`config.mk`:
```
export PLATFORM = sky130hd
export DESIGN_NAME = tco_timer_compare
export DESIGN_NICKNAME = d
export VERILOG_FILES = /design/src/design/tco_timer_compare.v /design/src/design/tco_channel.v /design/src/design/tco_counter.v
export VERILOG_INCLUDE_DIRS = /design/src /design/src/design
export SDC_FILE = /design/constraint.sdc
export NUM_CORES = 1
export LEC_CHECK = 0
export BUFFER_PORTS_ARGS = -buffer_cell sky130_fd_sc_hd__clkbuf_2
export CAP_MARGIN = 5
export CORE_ASPECT_RATIO = 0.7
export CORE_UTILIZATION = 45
export DETAILED_ROUTE_END_ITERATION = 10
export PLACE_DENSITY = 0.67
export SYNTH_ARGS = -nofsm -noshare
export SYNTH_HDL_FRONTEND = slang
export SYNTH_SLANG_ARGS = --single-unit
```
`constraint.sdc`:
```
create_clock -name pclk -period 3.5 [get_ports pclk]
set_input_delay 0.875 -clock pclk [delete_from_list [all_inputs] [get_ports pclk]]
set_output_delay 0.875 -clock pclk [all_outputs]
set_load 0.01 [all_outputs]
```
`src/design/tco_regs.vh`:
```
// Register map, field positions, reset values and modes of the compare unit
//
// Behaviour
// Compare count with both values continuously
// Flag sets one timer cycle after match
// Enabled flag requests interrupt, cleared on service
// Writing one clears flag, zero ignored
// PWM modes buffer compare values
// Buffer copies to active at top/bottom
// CPU access reaches buffer or active
// Force strobe acts like match, no flag
// Counter write blocks next cycle's matches
// Software avoids writing count equal compare
// Software sets output before pin direction
// Output state kept across mode change
// Action bits unbuffered, effective next match
// Nonzero action field overrides port data
// Direction bit still gates the pin
// Action zero leaves output unchanged
// Counting depends only on mode bits
// Action: set/clear/toggle or PWM polarity
// Mode 0 counts up, wraps FF to 00
// Overflow flag set when count becomes zero
// Clock select zero stops, CPU access kept
// CPU counter write beats count
// Force ignored in PWM modes
`ifndef TCO_REGS_VH
`define TCO_REGS_VH

// Byte offsets on APB
`define TCO_ADDR_CTRL     12'h000
`define TCO_ADDR_FORCE    12'h004
`define TCO_ADDR_COUNT    12'h008
`define TCO_ADDR_CMP_A    12'h00c
`define TCO_ADDR_CMP_B    12'h010
`define TCO_ADDR_FLAGS    12'h014
`define TCO_ADDR_IEN      12'h018
`define TCO_ADDR_STATUS   12'h01c

// Control register fields
`define TCO_CTRL_WGM_LSB  0
`define TCO_CTRL_CS_LSB   4
`define TCO_CTRL_COMA_LSB 8
`define TCO_CTRL_COMB_LSB 10
`define TCO_CTRL_RST      32'h0000_0000

// Flag and enable bit positions
`define TCO_BIT_OVF       0
`define TCO_BIT_CMPA      1
`define TCO_BIT_CMPB      2

// Force register bits
`define TCO_FORCE_A       0
`define TCO_FORCE_B       1

// Waveform modes; modes 5 and 7 take their top from compare A, the others use all ones
`define TCO_WGM_NORMAL    3'h0
`define TCO_WGM_PC_FF     3'h1
`define TCO_WGM_CTC       3'h2
`define TCO_WGM_FAST_FF   3'h3
`define TCO_WGM_PC_OCR    3'h5
`define TCO_WGM_FAST_OCR  3'h7
`define TCO_CNT_MAX       8'hff
`define TCO_CNT_BOTTOM    8'h00

`endif

```
`src/design/tco_timer_compare.v`:
```
// Top level: APB register file, tick gating, flags and two channels
//
// Our own choices: the APB slave port and the register offsets.
`timescale 1ns/10ps
`include "tco_regs.vh"
module tco_timer_compare #(
    parameter WIDTH = 8
) (
    input  wire        pclk,
    input  wire        presetn,
    input  wire        psel,
    input  wire        penable,
    input  wire        pwrite,
    input  wire [11:0] paddr,
    input  wire [31:0] pwdata,
    output reg  [31:0] prdata,
    output wire        pready,
    output wire        pslverr,
    input  wire        timer_tick_in,
    input  wire        irq_ack_ovf,
    input  wire        irq_ack_a,
    input  wire        irq_ack_b,
    output wire        irq_ovf,
    output wire        irq_a,
    output wire        irq_b,
    input  wire        output_pin_direction_bit_a,
    input  wire        output_pin_direction_bit_b,
    input  wire        port_data_a,
    input  wire        port_data_b,
    output wire        pin_out_a,
    output wire        pin_out_b,
    output wire        pin_oe_n_a,
    output wire        pin_oe_n_b
);
    reg  [11:0]      ctrl_q;
    reg  [2:0]       flags_q;
    reg  [2:0]       flags_d;
    reg  [2:0]       ien_q;
    reg              block_q;
    reg              pend_a_q;
    reg              pend_b_q;
    wire [WIDTH-1:0] timer_count;
    wire [WIDTH-1:0] cmp_a;
    wire [WIDTH-1:0] cmp_b;
    wire             down;
    wire             at_top;
    wire             at_bottom;
    wire             ovf_ev;
    wire             match_a;
    wire             match_b;

    wire       acc      = psel & penable;
    wire       wr       = acc & pwrite;
    wire [2:0] waveform_mode_select = ctrl_q[`TCO_CTRL_WGM_LSB +: 3];
    wire [2:0] clock_source_select  = ctrl_q[`TCO_CTRL_CS_LSB +: 3];
    wire [1:0] action_a = ctrl_q[`TCO_CTRL_COMA_LSB +: 2];
    wire [1:0] action_b = ctrl_q[`TCO_CTRL_COMB_LSB +: 2];
    // Clock source zero stops the timer clock
    wire       tick     = timer_tick_in & (clock_source_select != 3'h0);
    wire       pwm_mode = (waveform_mode_select[1:0] == 2'h1) |
                          (waveform_mode_select[1:0] == 2'h3);
    wire       wr_count = wr & (paddr == `TCO_ADDR_COUNT);
    wire       wr_force = wr & (paddr == `TCO_ADDR_FORCE);
    // Eight aligned words from offset zero are mapped
    wire       known    = (paddr[11:5] == 7'h00) & (paddr[1:0] == 2'h0);
    // Fixed-top modes take all ones as top, others take compare A
    wire [WIDTH-1:0] top_value = waveform_mode_select[2] ? cmp_a
                                                         : `TCO_CNT_MAX;
    // Fast PWM loads at bottom; phase correct at top
    wire reload = tick & ((waveform_mode_select[1:0] == 2'h3) ? at_bottom
                                                              : at_top);

    assign pready  = 1'b1;
    assign pslverr = acc & ~known;

    tco_counter #(
        .WIDTH(WIDTH)
    ) u_cnt (
        .pclk                 (pclk),
        .presetn              (presetn),
        .tick                 (tick),
        .waveform_mode_select (waveform_mode_select),
        .top_value            (top_value),
        .wr_count             (wr_count),
        .wr_data              (pwdata[WIDTH-1:0]),
        .timer_count          (timer_count),
        .down_q               (down),
        .at_top               (at_top),
        .at_bottom            (at_bottom),
        .overflow_event       (ovf_ev)
    );

    tco_channel #(
        .WIDTH(WIDTH)
    ) u_cha (
        .pclk                     (pclk),
        .presetn                  (presetn),
        .timer_count              (timer_count),
        .tick                     (tick),
        .pwm_mode                 (pwm_mode),
        .reload                   (reload),
        .block                    (block_q),
        .phase_down               (down),
        .at_bottom                (at_bottom),
        .output_action_field      (action_a),
        .force_compare_strobe     (wr_force & pwdata[`TCO_FORCE_A]),
        .wr_cmp                   (wr & (paddr == `TCO_ADDR_CMP_A)),
        .wr_data                  (pwdata[WIDTH-1:0]),
        .output_pin_direction_bit (output_pin_direction_bit_a),
        .port_data                (port_data_a),
        .compare_value            (cmp_a),
        .match_event              (match_a),
        .pin_out                  (pin_out_a),
        .pin_oe_n                 (pin_oe_n_a)
    );

    tco_channel #(
        .WIDTH(WIDTH)
    ) u_chb (
        .pclk                     (pclk),
        .presetn                  (presetn),
        .timer_count              (timer_count),
        .tick                     (tick),
        .pwm_mode                 (pwm_mode),
        .reload                   (reload),
        .block                    (block_q),
        .phase_down               (down),
        .at_bottom                (at_bottom),
        .output_action_field      (action_b),
        .force_compare_strobe     (wr_force & pwdata[`TCO_FORCE_B]),
        .wr_cmp                   (wr & (paddr == `TCO_ADDR_CMP_B)),
        .wr_data                  (pwdata[WIDTH-1:0]),
        .output_pin_direction_bit (output_pin_direction_bit_b),
        .port_data                (port_data_b),
        .compare_value            (cmp_b),
        .match_event              (match_b),
        .pin_out                  (pin_out_b),
        .pin_oe_n                 (pin_oe_n_b)
    );

    // Control and enables; block lasts until the next timer tick
    always @(posedge pclk or negedge presetn) begin
        if (!presetn) begin
            ctrl_q  <= 12'h000;
            ien_q   <= 3'h0;
            block_q <= 1'b0;
        end else begin
            if (wr && paddr == `TCO_ADDR_CTRL) begin
                ctrl_q <= pwdata[11:0];
            end
            if (wr && paddr == `TCO_ADDR_IEN) begin
                ien_q <= pwdata[2:0];
            end
            if (wr_count) begin
                block_q <= 1'b1;
            end else if (tick) begin
                block_q <= 1'b0;
            end
        end
    end

    // Flag is set one timer cycle after the match
    always @(posedge pclk or negedge presetn) begin
        if (!presetn) begin
            pend_a_q <= 1'b0;
            pend_b_q <= 1'b0;
        end else begin
            if (match_a) begin
                pend_a_q <= 1'b1;
            end else if (tick) begin
                pend_a_q <= 1'b0;
            end
            if (match_b) begin
                pend_b_q <= 1'b1;
            end else if (tick) begin
                pend_b_q <= 1'b0;
            end
        end
    end

    // Flags: clears by write-one or service, hardware set wins
    always @* begin
        flags_d = flags_q;
        if (wr && paddr == `TCO_ADDR_FLAGS) begin
            flags_d = flags_q & ~pwdata[2:0];
        end
        flags_d = flags_d & ~{irq_ack_b, irq_ack_a, irq_ack_ovf};
        if (ovf_ev) begin
            flags_d[`TCO_BIT_OVF] = 1'b1;
        end
        if (pend_a_q && tick) begin
            flags_d[`TCO_BIT_CMPA] = 1'b1;
        end
        if (pend_b_q && tick) begin
            flags_d[`TCO_BIT_CMPB] = 1'b1;
        end
    end

    always @(posedge pclk or negedge presetn) begin
        if (!presetn) begin
            flags_q <= 3'h0;
        end else begin
            flags_q <= flags_d;
        end
    end

    assign irq_ovf = flags_q[`TCO_BIT_OVF]  & ien_q[`TCO_BIT_OVF];
    assign irq_a   = flags_q[`TCO_BIT_CMPA] & ien_q[`TCO_BIT_CMPA];
    assign irq_b   = flags_q[`TCO_BIT_CMPB] & ien_q[`TCO_BIT_CMPB];

    // Read data registered in the setup phase, ready for the access phase
    always @(posedge pclk or negedge presetn) begin
        if (!presetn) begin
            prdata <= 32'h0000_0000;
        end else if (psel && !penable && !pwrite) begin
            case (paddr)
                `TCO_ADDR_CTRL:   prdata <= {20'h00000, ctrl_q};
                `TCO_ADDR_COUNT:  prdata <= {24'h000000, timer_count};
                `TCO_ADDR_CMP_A:  prdata <= {24'h000000, cmp_a};
                `TCO_ADDR_CMP_B:  prdata <= {24'h000000, cmp_b};
                `TCO_ADDR_FLAGS:  prdata <= {29'h0, flags_q};
                `TCO_ADDR_IEN:    prdata <= {29'h0, ien_q};
                `TCO_ADDR_STATUS: prdata <= {29'h0, pwm_mode, down, block_q};
                default:          prdata <= 32'h0000_0000;
            endcase
        end
    end
endmodule

```
`src/design/tco_channel.v`:
```
// One compare channel: buffered compare value, match logic, output state
`timescale 1ns/10ps
`include "tco_regs.vh"
module tco_channel #(
    parameter WIDTH = 8
) (
    input  wire             pclk,
    input  wire             presetn,
    input  wire [WIDTH-1:0] timer_count,
    input  wire             tick,
    input  wire             pwm_mode,
    input  wire             reload,
    input  wire             block,
    input  wire             phase_down,
    input  wire             at_bottom,
    input  wire [1:0]       output_action_field,
    input  wire             force_compare_strobe,
    input  wire             wr_cmp,
    input  wire [WIDTH-1:0] wr_data,
    input  wire             output_pin_direction_bit,
    input  wire             port_data,
    output wire [WIDTH-1:0] compare_value,
    output wire             match_event,
    output reg              pin_out,
    output wire             pin_oe_n
);
    reg [WIDTH-1:0] active_q;
    reg [WIDTH-1:0] buffer_q;
    reg             state_q;
    reg             state_d;
    wire            eq;
    wire            take;

    // CPU sees the buffer only when buffering is on
    assign compare_value = pwm_mode ? buffer_q : active_q;
    assign eq = (timer_count == active_q);
    // Match counts only on timer ticks, not after a counter write
    assign take = eq & tick & ~block;
    assign match_event = take;

    // Active and buffer registers
    always @(posedge pclk or negedge presetn) begin
        if (!presetn) begin
            active_q <= {WIDTH{1'b0}};
            buffer_q <= {WIDTH{1'b0}};
        end else begin
            if (wr_cmp) begin
                buffer_q <= wr_data;
            end
            if (wr_cmp && !pwm_mode) begin
                active_q <= wr_data;
            end else if (pwm_mode && reload) begin
                active_q <= buffer_q;
            end
        end
    end

    // Next output state from match, force or PWM edge
    always @* begin
        state_d = state_q;
        if (!pwm_mode) begin
            if (take || force_compare_strobe) begin
                case (output_action_field)
                    2'h1: state_d = ~state_q;
                    2'h2: state_d = 1'b0;
                    2'h3: state_d = 1'b1;
                    default: state_d = state_q;
                endcase
            end
        end else if (output_action_field[1]) begin
            // Non-inverted clears on match counting up, sets on match counting down and at bottom
            if (take) begin
                state_d = output_action_field[0] ^ phase_down;
            end else if (at_bottom && tick) begin
                state_d = ~output_action_field[0];
            end
        end else if (output_action_field[0] && take) begin
            state_d = ~state_q;
        end
    end

    // State survives mode changes; no reset on mode write
    always @(posedge pclk or negedge presetn) begin
        if (!presetn) begin
            state_q <= 1'b0;
        end else begin
            state_q <= state_d;
        end
    end

    // Pin override by action field, direction from port bit
    always @(posedge pclk or negedge presetn) begin
        if (!presetn) begin
            pin_out <= 1'b0;
        end else if (output_action_field != 2'h0) begin
            pin_out <= state_d;
        end else begin
            pin_out <= port_data;
        end
    end
    assign pin_oe_n = ~output_pin_direction_bit;
endmodule

```
`src/design/tco_counter.v`:
```
// Eight-bit counter with mode-driven sequence and CPU write priority
`timescale 1ns/10ps
`include "tco_regs.vh"
module tco_counter #(
    parameter WIDTH = 8
) (
    input  wire             pclk,
    input  wire             presetn,
    input  wire             tick,
    input  wire [2:0]       waveform_mode_select,
    input  wire [WIDTH-1:0] top_value,
    input  wire             wr_count,
    input  wire [WIDTH-1:0] wr_data,
    output reg  [WIDTH-1:0] timer_count,
    output reg              down_q,
    output wire             at_top,
    output wire             at_bottom,
    output wire             overflow_event
);
    wire phase = (waveform_mode_select[1:0] == 2'h1);
    wire fast  = (waveform_mode_select[1:0] == 2'h3);
    wire clear_on_match_mode   = (waveform_mode_select == `TCO_WGM_CTC);

    assign at_top    = (timer_count == top_value);
    assign at_bottom = (timer_count == `TCO_CNT_BOTTOM);
    // Overflow: wrap to zero, or bottom turn in phase correct mode
    assign overflow_event = tick & !wr_count & (phase ? (at_bottom & down_q)
                          : (fast ? at_top : (timer_count == `TCO_CNT_MAX)));

    // Sequence chosen by mode bits alone
    always @(posedge pclk or negedge presetn) begin
        if (!presetn) begin
            timer_count <= {WIDTH{1'b0}};
            down_q <= 1'b0;
        end else if (wr_count) begin
            timer_count <= wr_data;
        end else if (tick) begin
            if (phase) begin
                if (at_top) begin
                    down_q <= 1'b1;
                    timer_count <= timer_count - 1'b1;
                end else if (down_q && at_bottom) begin
                    down_q <= 1'b0;
                    timer_count <= timer_count + 1'b1;
                end else if (down_q) begin
                    timer_count <= timer_count - 1'b1;
                end else begin
                    timer_count <= timer_count + 1'b1;
                end
            end else if ((fast || clear_on_match_mode) && at_top) begin
                down_q <= 1'b0;
                timer_count <= `TCO_CNT_BOTTOM;
            end else begin
                down_q <= 1'b0;
                timer_count <= timer_count + 1'b1;
            end
        end
    end
endmodule

```
# After elaboration in Yosys (flattened, before gate mapping)
# Index checks and enable logic that the tools add are counted.
[classes]
eq_ne = 21
bitwise_logic = 38
addsub = 2
n_mux = 45
reduce_logical = 35
[ops]
columns = ["op", "count"]
rows = [
  ["two-way mux 8 bit", 14],
  ["one-hot mux 12 bit (7 select lines)", 1],
  ["== test 12 x 5 -> 1 bit (second input constant)", 4],
  ["two-way mux 1 bit", 27],
  ["== test 12 x 4 -> 1 bit (second input constant)", 2],
  ["== test 8 bit", 3],
  ["bitwise AND 1 bit", 22],
  ["logical AND 1 bit", 15],
  ["nonzero test 2 bit", 7],
  ["== test 12 x 3 -> 1 bit (second input constant)", 1],
  ["zero test 12 bit", 1],
  ["== test 2 bit (second input constant)", 5],
  ["NOT 1 bit", 9],
  ["adder 8 x 1 -> 8 bit (second input constant)", 1],
  ["== test 8 bit (second input constant)", 1],
  ["zero test 8 bit", 1],
  ["subtractor 8 x 1 -> 8 bit (second input constant)", 1],
  ["zero test 7 bit", 1],
  ["bitwise AND 3 bit", 2],
  ["== test 2 x 1 -> 1 bit (second input constant)", 3],
  ["NOT 3 bit", 2],
  ["one-hot mux 1 bit (3 select lines)", 2],
  ["zero test 1 bit", 4],
  ["== test 3 x 2 -> 1 bit (second input constant)", 1],
  ["8 further kinds", 11],
]
[word_totals]
out_inout_bits = 41
inputBits = 57
regBits = 98
wordCells = 158

# Depth between registers and ports, before layout
[logic_depth]
ltp_word = 10
depth_mapped = 12
ltp_nobuf = 9

# Hierarchy
# Synthesis repeated with hierarchy kept, for this count alone.
[unflattened]
cells_unflattened = 515
area_unflattened_um2 = 5137.4
[by_module_without_submodules]
columns = ["mod", "seq_area_each_um2", "instances", "cells_per_inst", "area_each_um2"]
rows = [
  ["tco_channel", 450.4, 2, 112, 1126.1],
  ["tco_timer_compare", 825.8, 1, 185, 1996.9],
  ["tco_counter", 225.2, 1, 106, 888.4],
]

# Least setup slack after synthesis
# Ideal clock, no wire load.
[synth_path]
path_kind = "input to register"
start = "in paddr[2]"
end = "reg u_chb.active_q[0]"
path_buffers = 2
t_arrival_ns = 2.562
required_ns = 3.417
slack_ns = 0.855
stages = 8
setup_time_ns = 0.083
cell_sequence = "buf_2 > nor4_1 > and3_1 > nand2_1 > nor2_1 > buf_2 > nand2_1 > o21ai_0"
[synth_via]
elab_chain_cells = 4
[synth_lines]
columns = ["element", "line_no", "rtl"]
rows = [
  ["from (decl)", "tco_timer_compare.v:14", "input wire [11:0] paddr,"],
  ["== test 12 x 5 -> 1 bit *", "--", ""],
  ["bitwise AND 1 bit *", "tco_timer_compare.v:131", ".wr_cmp (wr & (paddr == `TCO_ADDR_CMP_B)),"],
  ["logical AND 1 bit *", "tco_channel.v:50", "if (wr_cmp && !pwm_mode) begin"],
  ["two-way mux 8 bit or nonzero test 2 bit (tied branches)", "--", ""],
  ["to (signal assigned)", "tco_channel.v:44", "active_q <= {WIDTH{1'b0}};"],
  ["to (signal assigned)", "tco_channel.v:51", "active_q <= wr_data;"],
  ["to (signal assigned)", "tco_channel.v:53", "active_q <= buffer_q;"],
  ["to (decl)", "tco_channel.v:27", "reg [WIDTH-1:0] active_q;"],
]
# Every way passes the cells marked *; elsewhere a longest branch is shown, timed or not.
# A chain may end at the register's enable or synchronous reset.

# Worst setup path after layout
[layout_path]
start = "reg ctrl_q[0]"
end = "reg u_cnt.timer_count[6]"
[layout_via]
elab_chain_cells = 10
[layout_lines]
columns = ["element", "line_no", "rtl"]
rows = [
  ["from (decl)", "tco_timer_compare.v:35", "reg [11:0] ctrl_q;"],
  ["from (signal assigned)", "tco_timer_compare.v:149", "ctrl_q <= pwdata[11:0];"],
  ["== test 2 x 1 -> 1 bit or == test 2 bit (tied branches)", "--", ""],
  ["OR 1 bit", "tco_timer_compare.v:60", "wire pwm_mode = (waveform_mode_select[1:0] == 2'h1) |"],
  ["two-way mux 8 bit", "tco_channel.v:35", "assign compare_value = pwm_mode ? buffer_q : active_q;"],
  ["two-way mux 8 bit (no line)", "--", ""],
  ["== test 8 bit", "tco_counter.v:24", "assign at_top = (timer_count == top_value);"],
  ["logical AND 1 bit", "tco_counter.v:50", "end else if ((fast || clear_on_match_mode) && at_top) begin"],
  ["two-way mux 8 bit", "tco_counter.v:50", ""],
  ["two-way mux 8 bit *", "tco_counter.v:38", "if (phase) begin"],
  ["two-way mux 8 bit *", "tco_counter.v:37", "end else if (tick) begin"],
  ["two-way mux 8 bit *", "tco_counter.v:35", "end else if (wr_count) begin"],
  ["to (signal assigned)", "tco_counter.v:36", "timer_count <= wr_data;"],
  ["to (signal assigned)", "tco_counter.v:41", "timer_count <= timer_count - 1'b1;"],
  ["to (signal assigned)", "tco_counter.v:52", "timer_count <= `TCO_CNT_BOTTOM;"],
  ["to (decl)", "tco_counter.v:14", "output reg [WIDTH-1:0] timer_count,"],
]
# Every way passes the cells marked *; elsewhere a longest branch is shown, timed or not. The select of a mux whose other input is x is not followed.

==> reports/results.ini <==
[clock_tree]
clockRootBuffer=clkbuf_16
numCtsBuffers=9
cts_setup_buffers=0
cts_max_level=3
cts_tree=done
insertion_delay_ns=0.34
cts_hold_buf=0
clkSlewWorstSetupHoldPaths_ns=0.06
ctsResizeCount=0
clockBufferDepth=2
cts_sinks=78

[sta]
layout_min_cycle_time_ns=2.953
final-hold-violation-count=0
setup_tns_ns=0
rsz0062_at_grt=no
maxSlewViolCount=0
slew_headroom_pct=31.49
fmax_mhz=338.6
fin_crit_sh_pct=84.37
skew_ns=0.005030
tightest_slew_ns=1.028
setup_viol_count_final=0

[pwr]
p_int_uw=1630
p_seq_share_pct=43.8
p_per_area_nw_per_um2=375.2
netSwitchingPower_uw=457.1
clkPwrFrac_pct=50.7
p_sw_share_pct=21.90
peakVddDrop_mv=0.2664
p_comb_share_pct=5.4
p_leak_uw=0.002535

[synthesis]
ys_top_cells_by_count=dfrtp_1 (78), nand2_1 (75), mux2i_1 (38)
synth_top_cell_by_area=dfrtp_1
yosys_warnings=0
synth_top_area_share_pct=39.43
synth-seq-cells=78
ys_async_sr_fraction_pct=100.0
ys.flop_type=dfrtp_1
synth.distinct_cells=55
synth_most_common_cell=dfrtp_1
synth-edff-count=0
synth_area_um2=4950
avgSynthCellArea_um2=9.200
yosysSeqAreaShare_pct=39.43
synth_cells=538
synthTopCellsByArea=dfrtp_1 (39%), mux2_2 (8.2%), mux2i_1 (7.7%)

[die]
die_w_um=127.4
initial_core_util_pct=47.09
core_area_um2=10510
die_area_um2=11430
pin_count=98
num_rows=31
die_y_um=89.75

[global_route]
grt.overflow.total=0
grt_max_degree=79
antenna_found_initial=0
first_global_vias=4008
grt_pass1_wl_um=21260
grt.total_usage_pct=24.38

[drt]
routedWlPerCell_um=18.47
drt_iter0_drc=390
first_pass_iters=5
drt_wl_total_um=13520
drc=0
drtAntennaViolNets=0
vias=4249
via_per_inst=5.805

[placement]
portBuffers=56
gp_congestion=0.9454
hpwl_um=9903

[final_layout]
area_delta_synth_final_pct=12.39
fin_nets=641
drive_above_1_share_pct=21.75
utilization_pct=52.92
diodes=0

[setup_path]
startpoint_type=flop
cpMostUsedCell=mux2i_1
worst_path_max_delay_cell=and4_1
path_max_fanout=9
slowest_delay_ns=0.46
crit_chain=buf_4 > mux2i_1 > a21oi_1 > nor4_2 > and4_1 > o21a_4 > mux2i_1 > mux2i_1 > nand3_1
crit_arrival_ns=3.17
critPathKind=flop to flop
required_ns=3.72
end_kind=flop

[min_path]
hold_path_class=flop to flop

[status]
outcome=finished, final reports clean

[job]
drv_cap=0

==> power groups by stage <==
stage | clock network, uW | logic (uW) | registers (uW)
final | 1060 | 113 | 915
after global routing | 1110 | 125 | 915
after CTS | 1070 | 113 | 915
after detailed placement | 0 | 112 | 931
after global placement | 0 | 110 | 930
after floorplan | 0 | 70.0 | 926
==> stage by stage <==
| step | std cells | instance area, um2 | hold WS (ns) | total power (uW) | setup slack (ns) |
|---|---|---|---|---|---|
| 2_1_floorplan | 557 | 5021 | 0.4386 | 995.8 | 0.8552 |
| 3_3_place_gp | 718 | 5236 | 0.4638 | 1040 | 0.6222 |
| 3_5_place_dp | 718 | 5236 | 0.4643 | 1043 | 0.5979 |
| 4_1_cts | 732 | 5563 | 0.4866 | 2097 | 0.5825 |
| 5_1_grt | 732 | 5563 | 0.5019 | 2146 | 0.3761 |
| 6_report | 732 | 5563 | 0.4857 | 2087 | 0.5469 |
==> cell type report <==
| class | instances | area (um2) |
|---|---|---|
| clock inverter | 4 | 97.59 |
| timing repair buffer | 67 | 365.4 |
| sequential | 78 | 1952 |
| tap | 148 | 185.2 |
| inverter | 11 | 41.29 |
| clock buffer | 10 | 229.0 |
| fill | 954 | 4949 |
| multi-input combinational | 414 | 2693 |
==> placed cells by master, fill, tap and decap left out, types with 4 or more instances in the layout <==
cell type	n
o22ai_1	7
mux2_2	36
xor2_1	19
inv_1	11
nor2_1	25
o21ai_0	35
nor2b_1	5
mux2i_1	38
a21oi_1	20
nand2_1	75
and2_1	8
o21ai_1	9
conb_1	21
and3_1	18
nor3_1	9
buf_4	12
clkbuf_16	9
a31oi_1	4
a221oi_1	5
clkbuf_2	55
dfrtp_1	78
nor4_1	11
nand3_1	24
==> metal layers <==
| layer | wire length, um | up-vias | share of wire [%] | GRT usage (%) |
|---|---|---|---|---|
| li1 | - | 1964 | - | - |
| met5 | 0 | - | 0 | 0 |
| met3 | 1140 | 24 | 8.4 | 5.417 |
| met2 | 5839 | 196 | 43 | 35.61 |
| met1 | 6294 | 2065 | 47 | 36.23 |
| met4 | 246 | 0 | 1.8 | 6.151 |
==> worst paths after layout <==
kind	slack (ns)	from	depth (start not counted)	end
min	0.49	prdata[9]	2	prdata[9]
min reg2reg	0.49	prdata[9]	2	prdata[9]
max reg2reg	0.55	ctrl_q[0]	9	u_cnt.timer_count[6]
min in group asynchronous	0.70	presetn	1	u_cnt.timer_count[7]
max in group asynchronous	2.13	presetn	1	u_chb.buffer_q[4]
max	0.55	ctrl_q[0]	9	u_cnt.timer_count[6]
==> registers in the layout (all words and copies together) (netlist names), 3 cells and up <==
| register | cells |
|---|---|
| ctrl_q | 12 |
| prdata | 12 |
| u_cha.active_q | 8 |
| u_cha.buffer_q | 8 |
| u_chb.active_q | 8 |
| u_chb.buffer_q | 8 |
| u_cnt.timer_count | 8 |
| flags_q | 3 |
| ien_q | 3 |
==> cell families (layout without fill, tap and decap cells) <==
group	count (synthesis)	in the layout	synth area share [%]
xor+xnor	20	20	3.539
fa+ha+maj	3	3	0.7584
flops	78	78	39.43
mux	76	76	16.78
other cells	2	21	0.1517
buf+inv	65	92	7.609
compound gates	101	101	12.54
simple gates	193	193	19.19
==> worst max-delay path: cells and delay by family, from the launching register on <==
family | cells | cell delay, ns
AND/OR/NAND/NOR | 3 | 0.90
flip-flops | 1 | 0.42
buffers and inverters | 1 | 0.24
multiplexers | 3 | 0.89
AO/OA/AOI/OAI | 2 | 0.38
(Power assumes the default switching activity.)
